`config.mk`:
```
export PLATFORM = sky130hd
export DESIGN_NAME = fcs_regs
export DESIGN_NICKNAME = d
export VERILOG_FILES = /design/src/design/fcs_pkg.sv /design/src/design/fcs_regs.sv
export SDC_FILE = /design/constraint.sdc
export NUM_CORES = 1
export LEC_CHECK = 0
export ABC_AREA = 0
export BUFFER_PORTS_ARGS = -buffer_cell sky130_fd_sc_hd__buf_2
export CORE_MARGIN = 2
export CORE_UTILIZATION = 51
export CTS_BUF_LIST = sky130_fd_sc_hd__clkbuf_16
export DETAILED_ROUTE_END_ITERATION = 8
export GPL_ROUTABILITY_DRIVEN = 0
export PLACE_DENSITY = 0.8
export SYNTH_ARGS = -nofsm -noshare
export SYNTH_HDL_FRONTEND = slang
export SYNTH_SLANG_ARGS = --single-unit
```
`constraint.sdc`:
```
create_clock -name clk -period 3.1 [get_ports clk]
set_input_delay 0.155 -clock clk [delete_from_list [all_inputs] [get_ports clk]]
set_output_delay 0.155 -clock clk [all_outputs]
set_load 0.005 [all_outputs]
```
`src/design/fcs_pkg.sv`:
```
// Package with register map, field positions and carriers for the fiber control/status bank
package fcs_pkg;

  // Register indices (byte address is four times the index)
  localparam logic [4:0] IDX_CTRL   = 5'h00;
  localparam logic [4:0] IDX_STAT   = 5'h01;
  localparam logic [4:0] IDX_MODE   = 5'h10;
  localparam logic [4:0] IDX_PAGE   = 5'h16;
  localparam logic [7:0] FIBER_PAGE = 8'h01;

  // Fiber control field positions
  localparam int C_SWRST   = 15;
  localparam int C_LOOP    = 14;
  localparam int C_SPD_LO  = 13;
  localparam int C_ANEG_EN = 12;
  localparam int C_PDOWN   = 11;
  localparam int C_RESTART = 9;
  localparam int C_DUPLEX  = 8;
  localparam int C_SPD_HI  = 6;

  // Fiber status field positions
  localparam int S_X_FD    = 14;
  localparam int S_X_HD    = 13;
  localparam int S_EXT_ST  = 8;
  localparam int S_NOPRE   = 6;
  localparam int S_AN_DONE = 5;
  localparam int S_RFAULT  = 4;
  localparam int S_AN_ABLE = 3;
  localparam int S_LINK    = 2;
  localparam int S_EXT_CAP = 0;

  // Fiber mode field encodings
  localparam logic [1:0] MODE_FX    = 2'h0;
  localparam logic [1:0] MODE_1000X = 2'h1;
  localparam logic [1:0] MODE_SGSYS = 2'h2;
  localparam logic [1:0] MODE_SGMED = 2'h3;

  // Hardware reset values
  localparam logic       RST_DUPLEX = 1'h1;
  localparam logic       RST_SPD_HI = 1'h1;
  localparam logic       RST_SPD_LO = 1'h0;
  localparam logic [1:0] RST_MODE   = 2'h1;
  localparam logic [7:0] RST_PAGE   = 8'h00;

  // Cycles after reset release before the synchronised strap is trusted
  localparam logic [1:0] STRAP_SETTLE = 2'h2;

  // Live status from the fiber link logic (asynchronous to clk)
  typedef struct packed {
    logic linkUp;
    logic anegDone;
    logic anegBypass;
    logic remoteFault;
    logic atGig;
    logic atFast;
  } fcs_link_s;

  // Effective controls handed to the fiber link logic
  typedef struct packed {
    logic       anegEnable;
    logic       fullDuplex;
    logic       powerDown;
    logic       loopback;
    logic [1:0] speed;
  } fcs_ctrl_s;

  // Decoded register target
  typedef enum logic [2:0] {
    FCS_NONE, FCS_CTRL, FCS_STAT, FCS_MODE, FCS_PAGE, FCS_OTHER
  } fcs_reg_e;

endpackage

```
`src/design/fcs_regs.sv`:
```
// Fiber control and status register bank with APB access
//
// Chosen here: the APB register port.
`timescale 1ns/100ps
module fcs_regs
  import fcs_pkg::*;
#(
  parameter int ADDR_W = 8
) (
  input  wire logic              clk,
  input  wire logic              rst,
  input  wire logic              ce,
  input  wire logic [ADDR_W-1:0] paddr,
  input  wire logic              psel,
  input  wire logic              penable,
  input  wire logic              pwrite,
  input  wire logic [31:0]       pwdata,
  output logic                   pready,
  output logic [31:0]            prdata,
  output logic                   pslverr,
  input  wire logic              anegDefaultStrap,
  input  wire fcs_link_s         linkIn,
  output fcs_ctrl_s              ctrlOut,
  output logic                   anegRestart,
  output logic                   fiberSwReset,
  output logic                   linkDrop
);

  // Elaboration check: the map needs index bits 6:2
  if (ADDR_W < 7) begin : g_addr_chk
    $error("fcs_regs: ADDR_W must be at least 7");
  end

  // Address decode, shared by read and write paths
  // Registers 0, 1 and 16 answer only on the fiber page; page select answers on all
  function automatic fcs_reg_e decode(input logic [ADDR_W-1:0] a, input logic [7:0] pg);
    fcs_reg_e r;
    r = FCS_NONE;
    // Bits above the index field must be zero; a shift keeps any legal width valid
    if (a[1:0] == 2'h0 && (a >> 7) == '0) begin
      if (a[6:2] == IDX_PAGE) begin
        r = FCS_PAGE;
      end else if (pg != FIBER_PAGE) begin
        r = FCS_OTHER;
      end else if (a[6:2] == IDX_CTRL) begin
        r = FCS_CTRL;
      end else if (a[6:2] == IDX_STAT) begin
        r = FCS_STAT;
      end else if (a[6:2] == IDX_MODE) begin
        r = FCS_MODE;
      end
    end
    return r;
  endfunction

  // Synchroniser stages for pins from the link side
  // Only the second stage is read by logic; the first may be metastable
  fcs_link_s  linkMeta;
  fcs_link_s  linkSync;
  logic       strapMeta;
  logic       strapSync;

  // Stored register fields
  // Restart and reset bits are held for one cycle by their pending flops
  logic [7:0] page;
  logic [1:0] mode;
  logic       anegEn;
  logic       pdown;
  logic       loopback;
  logic       duplexReg;
  logic       spdHiReg;
  logic       spdLoReg;
  logic       restartPend;
  logic       swResetPend;
  logic [1:0] strapCnt;
  logic       linkLatch;
  logic       faultLatch;

  // Bus handshake terms
  // Combinational helpers, decoded from the current request and the stored fields
  logic       access;
  logic       commit;
  logic       wrCommit;
  logic       statRead;
  fcs_reg_e   target;
  logic       isFx;
  logic       isSgmii;
  logic       enChange;
  logic       pdExit;
  logic       hostSwRst;
  logic       hostRestart;
  logic       spdHi;
  logic       spdLo;
  logic [15:0] ctrlWord;
  logic [15:0] statWord;

  // Two flops before any logic looks at the pins
  // Frozen with ce like every other flop, so a stalled bank keeps its view
  always_ff @(posedge clk or posedge rst) begin
    if (rst) begin
      linkMeta  <= '0;
      linkSync  <= '0;
      strapMeta <= 1'b0;
      strapSync <= 1'b0;
    end else if (ce) begin
      linkMeta  <= linkIn;
      linkSync  <= linkMeta;
      strapMeta <= anegDefaultStrap;
      strapSync <= strapMeta;
    end
  end

  // Access decode; commit is the edge at which the master samples pready
  // Writes and read-clears act only at that edge, so a stretched access is harmless
  assign access   = psel && penable;
  assign commit   = access && pready;
  assign target   = decode(paddr, page);
  assign wrCommit = commit && pwrite;
  assign statRead = commit && !pwrite && target == FCS_STAT;
  assign isFx     = mode == MODE_FX;
  assign isSgmii  = mode[1];

  // Host-side events from a write of the control word
  // A write on another page decodes as FCS_OTHER and raises nothing
  assign hostSwRst   = wrCommit && target == FCS_CTRL && pwdata[C_SWRST];
  assign hostRestart = wrCommit && target == FCS_CTRL && pwdata[C_RESTART];
  // Enable change counts only outside FX mode, where the bit is ignored
  assign enChange = wrCommit && target == FCS_CTRL && !isFx
                    && pwdata[C_ANEG_EN] != anegEn;
  // Leaving power-down, whether by write or by software reset
  assign pdExit = pdown && ((wrCommit && target == FCS_CTRL && !pwdata[C_PDOWN])
                            || swResetPend);

  // Speed bits depend on the fiber mode
  // In system SGMII mode the bits mirror the live link speed
  // Mode 11 reads back the host-written holding bits
  always_comb begin
    unique case (mode)
      MODE_FX: begin
        spdHi = 1'b0;
        spdLo = 1'b1;
      end
      MODE_1000X: begin
        spdHi = 1'b1;
        spdLo = 1'b0;
      end
      MODE_SGSYS: begin
        spdHi = linkSync.atGig;
        spdLo = linkSync.atFast;
      end
      MODE_SGMED: begin
        spdHi = spdHiReg;
        spdLo = spdLoReg;
      end
    endcase
  end

  // Control word as read back
  // Isolate, collision test and the low reserved bits stay zero
  always_comb begin
    ctrlWord            = '0;
    ctrlWord[C_SWRST]   = swResetPend;
    ctrlWord[C_LOOP]    = loopback;
    ctrlWord[C_SPD_LO]  = spdLo;
    ctrlWord[C_ANEG_EN] = anegEn;
    ctrlWord[C_PDOWN]   = pdown;
    ctrlWord[C_RESTART] = restartPend;
    ctrlWord[C_DUPLEX]  = duplexReg;
    ctrlWord[C_SPD_HI]  = spdHi;
  end

  // Status word; unlisted ability bits stay zero
  // Autoneg complete is masked when bypass brought the link up
  always_comb begin
    statWord            = '0;
    statWord[S_X_FD]    = isFx;
    statWord[S_X_HD]    = isFx;
    statWord[S_EXT_ST]  = 1'b1;
    statWord[S_NOPRE]   = 1'b1;
    statWord[S_AN_DONE] = linkSync.anegDone && ctrlOut.anegEnable
                          && !linkSync.anegBypass;
    statWord[S_RFAULT]  = faultLatch && !isSgmii;
    statWord[S_AN_ABLE] = !isFx;
    statWord[S_LINK]    = linkLatch;
    statWord[S_EXT_CAP] = 1'b1;
  end

  // Page select lives on every page
  // Software reset leaves the page alone
  always_ff @(posedge clk or posedge rst) begin
    if (rst) begin
      page <= RST_PAGE;
    end else if (ce && wrCommit && target == FCS_PAGE) begin
      page <= pwdata[7:0];
    end
  end

  // Fiber mode field; retained over software reset
  // Values are not checked: every code of the field has a meaning
  always_ff @(posedge clk or posedge rst) begin
    if (rst) begin
      mode <= RST_MODE;
    end else if (ce && wrCommit && target == FCS_MODE) begin
      mode <= pwdata[1:0];
    end
  end

  // Strap is caught after the synchroniser has filled, never under reset
  // The second stage is zero out of reset, so loading runs for three edges
  // and the last load sees a strap that has passed both flops
  // Host writes are not taken while loading; none can commit that early
  always_ff @(posedge clk or posedge rst) begin
    if (rst) begin
      strapCnt <= '0;
      anegEn   <= 1'b0;
    end else if (ce) begin
      if (strapCnt <= STRAP_SETTLE) begin
        strapCnt <= strapCnt + 2'h1;
        anegEn   <= strapSync;
      end else if (enChange) begin
        anegEn   <= pwdata[C_ANEG_EN];
      end
    end
  end

  // Power-down and loopback clear on software reset; writes may still set them
  // A write that also asks for reset stores nothing here; the reset clears
  // both bits one cycle later
  always_ff @(posedge clk or posedge rst) begin
    if (rst) begin
      pdown    <= 1'b0;
      loopback <= 1'b0;
    end else if (ce) begin
      if (wrCommit && target == FCS_CTRL && !pwdata[C_SWRST]) begin
        pdown    <= pwdata[C_PDOWN];
        loopback <= pwdata[C_LOOP];
      end else if (swResetPend) begin
        pdown    <= 1'b0;
        loopback <= 1'b0;
      end
    end
  end

  // Duplex and speed holding bits; retained over software reset
  // The duplex bit is stored at once but reaches ctrlOut only on a restart
  always_ff @(posedge clk or posedge rst) begin
    if (rst) begin
      duplexReg <= RST_DUPLEX;
      spdHiReg  <= RST_SPD_HI;
      spdLoReg  <= RST_SPD_LO;
    end else if (ce && wrCommit && target == FCS_CTRL) begin
      duplexReg <= pwdata[C_DUPLEX];
      if (mode == MODE_SGMED) begin
        spdHiReg <= pwdata[C_SPD_HI];
        spdLoReg <= pwdata[C_SPD_LO];
      end
    end
  end

  // Self-clearing software reset: one cycle pending, new request wins
  // A power-down exit raises one pending cycle; the guard stops the reset
  // it causes from re-triggering itself through pdExit
  always_ff @(posedge clk or posedge rst) begin
    if (rst) begin
      swResetPend  <= 1'b0;
      fiberSwReset <= 1'b0;
    end else if (ce) begin
      swResetPend  <= hostSwRst || (pdExit && !swResetPend);
      fiberSwReset <= swResetPend;
    end
  end

  // Restart pending; set from hw reset and every trigger, cleared once issued
  // Pending reads back as the restart bit, so it shows one until the restart is issued
  always_ff @(posedge clk or posedge rst) begin
    if (rst) begin
      restartPend <= 1'b1;
      anegRestart <= 1'b0;
      linkDrop    <= 1'b0;
    end else if (ce) begin
      // Set beats the self-clear so a fresh trigger is never lost
      restartPend <= hostRestart || enChange || swResetPend || pdExit;
      anegRestart <= restartPend;
      linkDrop    <= enChange;
    end
  end

  // Effective controls; duplex is only applied when a restart is issued
  // Enable is forced low in FX mode without touching the stored bit
  always_ff @(posedge clk or posedge rst) begin
    if (rst) begin
      ctrlOut <= '{anegEnable: 1'b0, fullDuplex: RST_DUPLEX, powerDown: 1'b0,
                   loopback: 1'b0, speed: {RST_SPD_HI, RST_SPD_LO}};
    end else if (ce) begin
      ctrlOut.anegEnable <= anegEn && !isFx;
      ctrlOut.powerDown  <= pdown;
      ctrlOut.loopback   <= loopback;
      ctrlOut.speed      <= {spdHi, spdLo};
      if (restartPend) begin
        ctrlOut.fullDuplex <= duplexReg;
      end
    end
  end

  // Link status latches low; a status read reloads the live value
  // A loss during the read cycle reloads as zero, so it is never missed
  always_ff @(posedge clk or posedge rst) begin
    if (rst) begin
      linkLatch <= 1'b0;
    end else if (ce) begin
      if (statRead) begin
        linkLatch <= linkSync.linkUp;
      end else if (!linkSync.linkUp) begin
        linkLatch <= 1'b0;
      end
    end
  end

  // Remote fault latches high; a new fault in the read cycle is kept
  // In SGMII modes the latch still runs but the read path masks it
  always_ff @(posedge clk or posedge rst) begin
    if (rst) begin
      faultLatch <= 1'b0;
    end else if (ce) begin
      faultLatch <= linkSync.remoteFault || (faultLatch && !statRead);
    end
  end

  // APB answer: one wait state, read data captured with pready
  // Data are taken at the first access edge; read-clear side effects wait
  // for the commit edge, so the word the master sees is the one that cleared
  always_ff @(posedge clk or posedge rst) begin
    if (rst) begin
      pready  <= 1'b0;
      prdata  <= '0;
      pslverr <= 1'b0;
    end else if (ce) begin
      if (access && !pready) begin
        pready  <= 1'b1;
        pslverr <= target == FCS_NONE;
        unique case (target)
          FCS_CTRL: prdata <= {16'h0000, ctrlWord};
          FCS_STAT: prdata <= {16'h0000, statWord};
          FCS_MODE: prdata <= {30'h0000_0000, mode};
          FCS_PAGE: prdata <= {24'h00_0000, page};
          FCS_OTHER, FCS_NONE: prdata <= '0;
        endcase
      end else begin
        pready  <= 1'b0;
        pslverr <= 1'b0;
      end
    end
  end

endmodule // fcs_regs

```
# Yosys cells after proc, flatten, opt, wreduce, memory -nomap -nowiden
# Index checks and enable logic that the tools add are counted.
dict set report word_totals {
  latch_bits 0
  romBits 0
  elab_cells 127
  ramBits 0
  ff_bits 79
  memories 0
  output_inout_bits 43
}
dict set report classes {
  shifts 0
  n_addsub 1
  magnitude_cmp 1
  multipliers 0
  n_bitwise 0
  n_div 0
  n_reduce_logical 55
  n_eq_ne 14
  mux 18
}
# cell n
set op_table {}
lappend op_table {{$pmux 32 s5} 1}
lappend op_table {{$logic_and 1x1->1} 25}
lappend op_table {{$reduce_and 2->1} 7}
lappend op_table {{$eq 5x5->1 const B} 2}
lappend op_table {{$logic_not 1->1} 9}
lappend op_table {{$mux 1} 9}
lappend op_table {{$mux 3} 3}
lappend op_table {{$logic_not 8->1} 1}
lappend op_table {{$ne 8x1->1 const B} 1}
lappend op_table {{$pmux 1 s4} 2}
lappend op_table {{$eq 3x2->1 const B} 2}
lappend op_table {{$eq 3x3->1 const B} 2}
lappend op_table {{$logic_or 1x1->1} 6}
lappend op_table {{$mux 2} 3}
lappend op_table {{$eq 5x1->1 const B} 1}
lappend op_table {{$logic_not 5->1} 1}
lappend op_table {{$eq 2x2->1 const B} 2}
lappend op_table {{$logic_not 2->1} 2}
lappend op_table {{$reduce_bool 2->1} 2}
lappend op_table {{$eq 3x1->1 const B} 1}
lappend op_table {{$logic_not 3->1} 1}
lappend op_table {{$add 2x1->2 const B} 1}
lappend op_table {{$eq 2x1->1 const B} 1}
lappend op_table {{$le 2x2->1 const B} 1}
lappend op_table {{other kinds (3)} 3}

# Longest topological paths before layout
dict set report depth {
  depth_word 14
  depth_mapped 6
  ltp_nobuf 5
}

# Worst setup path before layout
# OpenSTA, ideal clock, no wires.
dict set report synth_timing {
  kind {register to register}
  start {register page[5]}
  end {register spdLoReg}
  required_ns 2.972
  path_slack_ns 0.877
  n_path_buf 0
  stages_incl_launch_ff 5
  t_arrival_ns 2.096
  path_cell_list {dfrtp_1 > or4b_4 > or4_4 > nor4_4 > mux2_1}
}
dict set report synth_via {
  elab_chain_cells 7
}
# element line_no
set synth_lines {}
lappend synth_lines {{start: declaration} fcs_regs.sv:65} ;# logic [7:0] page;
lappend synth_lines {{start signal: assignment} fcs_regs.sv:194} ;# page <= pwdata[7:0];
lappend synth_lines {{$ne 8x1->1} fcs_regs.sv:43} ;# end else if (pg != FIBER_PAGE) begin
lappend synth_lines {{$mux 3} fcs_regs.sv:43}
lappend synth_lines {{$mux 3} fcs_regs.sv:41} ;# if (a[6:2] == IDX_PAGE) begin
lappend synth_lines {{$mux 3} fcs_regs.sv:40} ;# if (a[1:0] == 2'h0 && (a >> 7) == '0) begin
lappend synth_lines {{$eq 3x1->1} fcs_regs.sv:251} ;# end else if (ce && wrCommit && target == FCS_CTRL) begin
lappend synth_lines {{$logic_and 1x1->1} fcs_regs.sv:251}
lappend synth_lines {{$reduce_and 2->1 (no line)} --}
lappend synth_lines {{end signal: assignment} fcs_regs.sv:255} ;# spdLoReg <= pwdata[C_SPD_LO];
lappend synth_lines {{end: declaration} fcs_regs.sv:72} ;# logic spdLoReg;
# Every way passes these cells.
# A chain may end at the register's enable or synchronous reset.

# Worst setup path after layout
# Same ends and word-level chain as after synthesis.

==> results.json <==
{
  "fillers": 447,
  "track_usage_pct": 23.60,
  "grt_pass1_vias": 2330,
  "end_kind": "flip-flop",
  "cap_viol_max_count": 0,
  "period_needed_ns": 2.370,
  "reg2regPathDepth": 4,
  "grt_max_degree": 43,
  "syn_area_um2": 2968,
  "globalRouteMet2Util_pct": 37.58,
  "power_density_nw_per_um2": 610.3,
  "fin_setup_tns_ns": 0,
  "dieHeight_um": 80.29,
  "regArea_um2": 1559,
  "r2r_setup_slack_ns": 0.73,
  "final_hold_viol_count": 0,
  "status": "finished, final reports clean",
  "clk_pin_slew_ns": 0.05,
  "finalSetupViolations": 0,
  "post_cts_resize_count": 0,
  "busiest_layer": "met2",
  "crit_required_ns": 3.31,
  "arrival_ns": 2.58,
  "slew_headroom_pct": 34.03,
  "numClockSinks": 62,
  "die_x_um": 80.29,
  "period_share_pct": 76.45,
  "clk_path_buf_depth": 2,
  "reg2reg_from": "page[5]",
  "ys_warn_count": 0,
  "grtUsageMet1_pct": 30.31,
  "drc": 0,
  "maxSlewViolCount": 0,
  "placementRows": 27,
  "fin_worst_skew_ns": 0.006125,
  "ys_ff_latch": 62,
  "pin_count": 96,
  "cts_setup_buffers": 0,
  "use_met3_pct": 4.831,
  "cts_tree": "yes",
  "post_drt_wl_per_cell_um": 16.42,
  "worst_pin_slew_ns": 0.9806,
  "cp_max_fo": 5,
  "peakVddDrop_mv": 0.5065,
  "io_buffers": 61,
  "dp_cells": 399,
  "power.leakage_nw": 1.717,
  "dieArea_um2": 6446,
  "vias": 2372,
  "numCtsBuffers": 9,
  "layout_setup_ws_ns": 0.7300,
  "wirelength_um": 6829,
  "fmax_ghz": 0.4220,
  "syn_inst": 273,
  "holdPathStages": 2,
  "start_util_pct": 53.24,
  "min_to": "linkMeta[3]",
  "worstSetupStartpointType": "flip-flop",
  "core_area_um2": 5574,
  "timing.rr.end": "spdLoReg",
  "hold_buffers": 1,
  "overflow": 0,
  "h-tree-depth": 3,
  "cts-root-buf": "clkbuf_16",
  "drive_above_1_share_pct": 36.05,
  "pre_cts_ws_ns": 0.7395,
  "area_growth_pct": 22.39,
  "antenna-diode-count": 0,
  "syn_avg_cell_area_um2": 10.87,
  "via_per_inst": 5.702,
  "antenna_found_initial": 0,
  "critPathKind": "flip-flop to flip-flop",
  "ys_types": 46,
  "multi_input_area_um2": 1250,
  "grt_pass1_wl_um": 11340,
  "ant_nets": 0,
  "final_cells": 416,
  "hp-start": "linkIn[3]",
  "power_w": 0.002217,
  "dp_hpwl_um": 4780,
  "worstHoldPathType": "input pin to flip-flop",
  "insertion_delay_ns": 0.33,
  "drt_iter0_markers": 173,
  "rsz0062_at_grt": "false",
  "ys_seq_area_share_pct": 52.53,
  "drt-pass1-iter-count": 5,
  "nets": 393
}
cell usage after synthesis (all sizes together):
cell type,instances,area [µm²]
nor2,13,48.80
a311o,2,20.02
a21oi,8,40.04
dfstp,6,157.7
nor3,5,25.02
a22oi,1,7.510
mux2,31,349.1
mux2i,2,20.02
conb,1,3.750
a31oi,7,43.79
inv,13,48.80
buf,18,132.6
nand2b,1,6.260
o22ai,3,18.77
dfrtp,56,1401
or4b,1,13.76
xnor2,2,17.52
a211o,1,8.760
nor4b,2,17.52
a32oi,3,26.28
nand4,5,31.28
o311ai,2,17.52
nand4b,1,8.760
o221ai,1,8.760
o21ai,14,70.07
nand3,7,35.03
and3,2,12.51
o31ai,2,15.01
nand2,28,105.1
a31o,2,17.52
or3,2,12.51
a22o,1,8.760
xor2,1,8.760
clkbuf,10,37.54
ha,1,12.51
o32ai,1,8.760
nor2b,2,12.51
or2,2,12.51
or4,3,30.03
o211ai,2,15.01
and2,2,12.51
nor4,6,67.56
worst max-delay path, stage by stage (launching register included):
cell and delay, ns:
dfrtp_1 0.40, or4b_4 0.58, or4_4 0.58, nor4_4 0.32, mux2_1 0.36
how the worst max path moves through the flow:
stage | start | to | slack (ns) | cells past startpoint
2_1_floorplan | page[5] | spdLoReg | 0.88 | 4
3_3_place_gp | page[5] | spdLoReg | 0.78 | 4
3_5_place_dp | page[5] | spdLoReg | 0.74 | 4
4_1_cts | page[5] | spdLoReg | 0.72 | 4
5_1_grt | page[5] | spdLoReg | 0.66 | 4
6_report | page[5] | spdLoReg | 0.73 | 4
through the flow:
stage,area (µm²),util [%],hold WS [ns]
2_1_floorplan,3028,-,0.2897
3_3_place_gp,3291,59.03,0.3449
3_5_place_dp,3291,59.03,0.3419
4_1_cts,3632,65.16,0.05346
5_1_grt,3632,65.16,0.06015
6_report,3632,65.16,0.05749
final cells by class:
cell class | instances | share of cell area, %
sequential | 62 | 42.92
multi-input combinational | 186 | 34.41
tap | 72 | 2.480
inverter | 13 | 1.343
clock buffer | 9 | 6.200
clock inverter | 7 | 2.928
timing repair buffer | 67 | 9.714
metal layers:
metal / share of wire [%] / wire length [µm]
met5: 0 / 0
met4: 2.9 / 197
met3: 6.2 / 424
met2: 50 / 3421
met1: 41 / 2786
logic make-up after synthesis:
kind of cell | share of synthesized area (%)
DFF | 52.53
xor gates and xnor gates | 0.8855
adders and majority gates | 0.4215
and+or+nand+nor | 15.22
buffers and inverters | 7.378
muxes | 12.44
AOI/OAI and AO/OA | 11.00
other | 0.1264
flip-flops by register name, indices dropped and copies added, names as in the netlist, 2 cells and up:
register,cells
ctrlOut,6
linkMeta,6
linkSync,6
mode,2
page,8
prdata,15
strapCnt,2
where the power goes:
part           leakage [nW]  switching [W]  internal (W)
clock network         0.173       0.000342      0.000774
registers             0.766      0.0000391      0.000866
logic                 0.778       0.000109     0.0000876
layout by cell type (no fill, tap or decap), types with 3 or more instances in the layout:
| cell type | n |
|---|---|
| o22ai_1 | 3 |
| clkbuf_16 | 9 |
| a32oi_1 | 3 |
| buf_4 | 5 |
| nor3_1 | 5 |
| bufinv_16 | 3 |
| conb_1 | 17 |
| inv_1 | 15 |
| dfstp_2 | 6 |
| nor4_1 | 4 |
| nand3_1 | 7 |
| a31oi_1 | 7 |
| nand4_1 | 5 |
| a21oi_1 | 8 |
| dfrtp_1 | 56 |
| mux2_2 | 29 |
| o21ai_0 | 14 |
| nand2_1 | 28 |
| nor2_1 | 13 |
| buf_2 | 61 |
(Power assumes the default switching activity.)
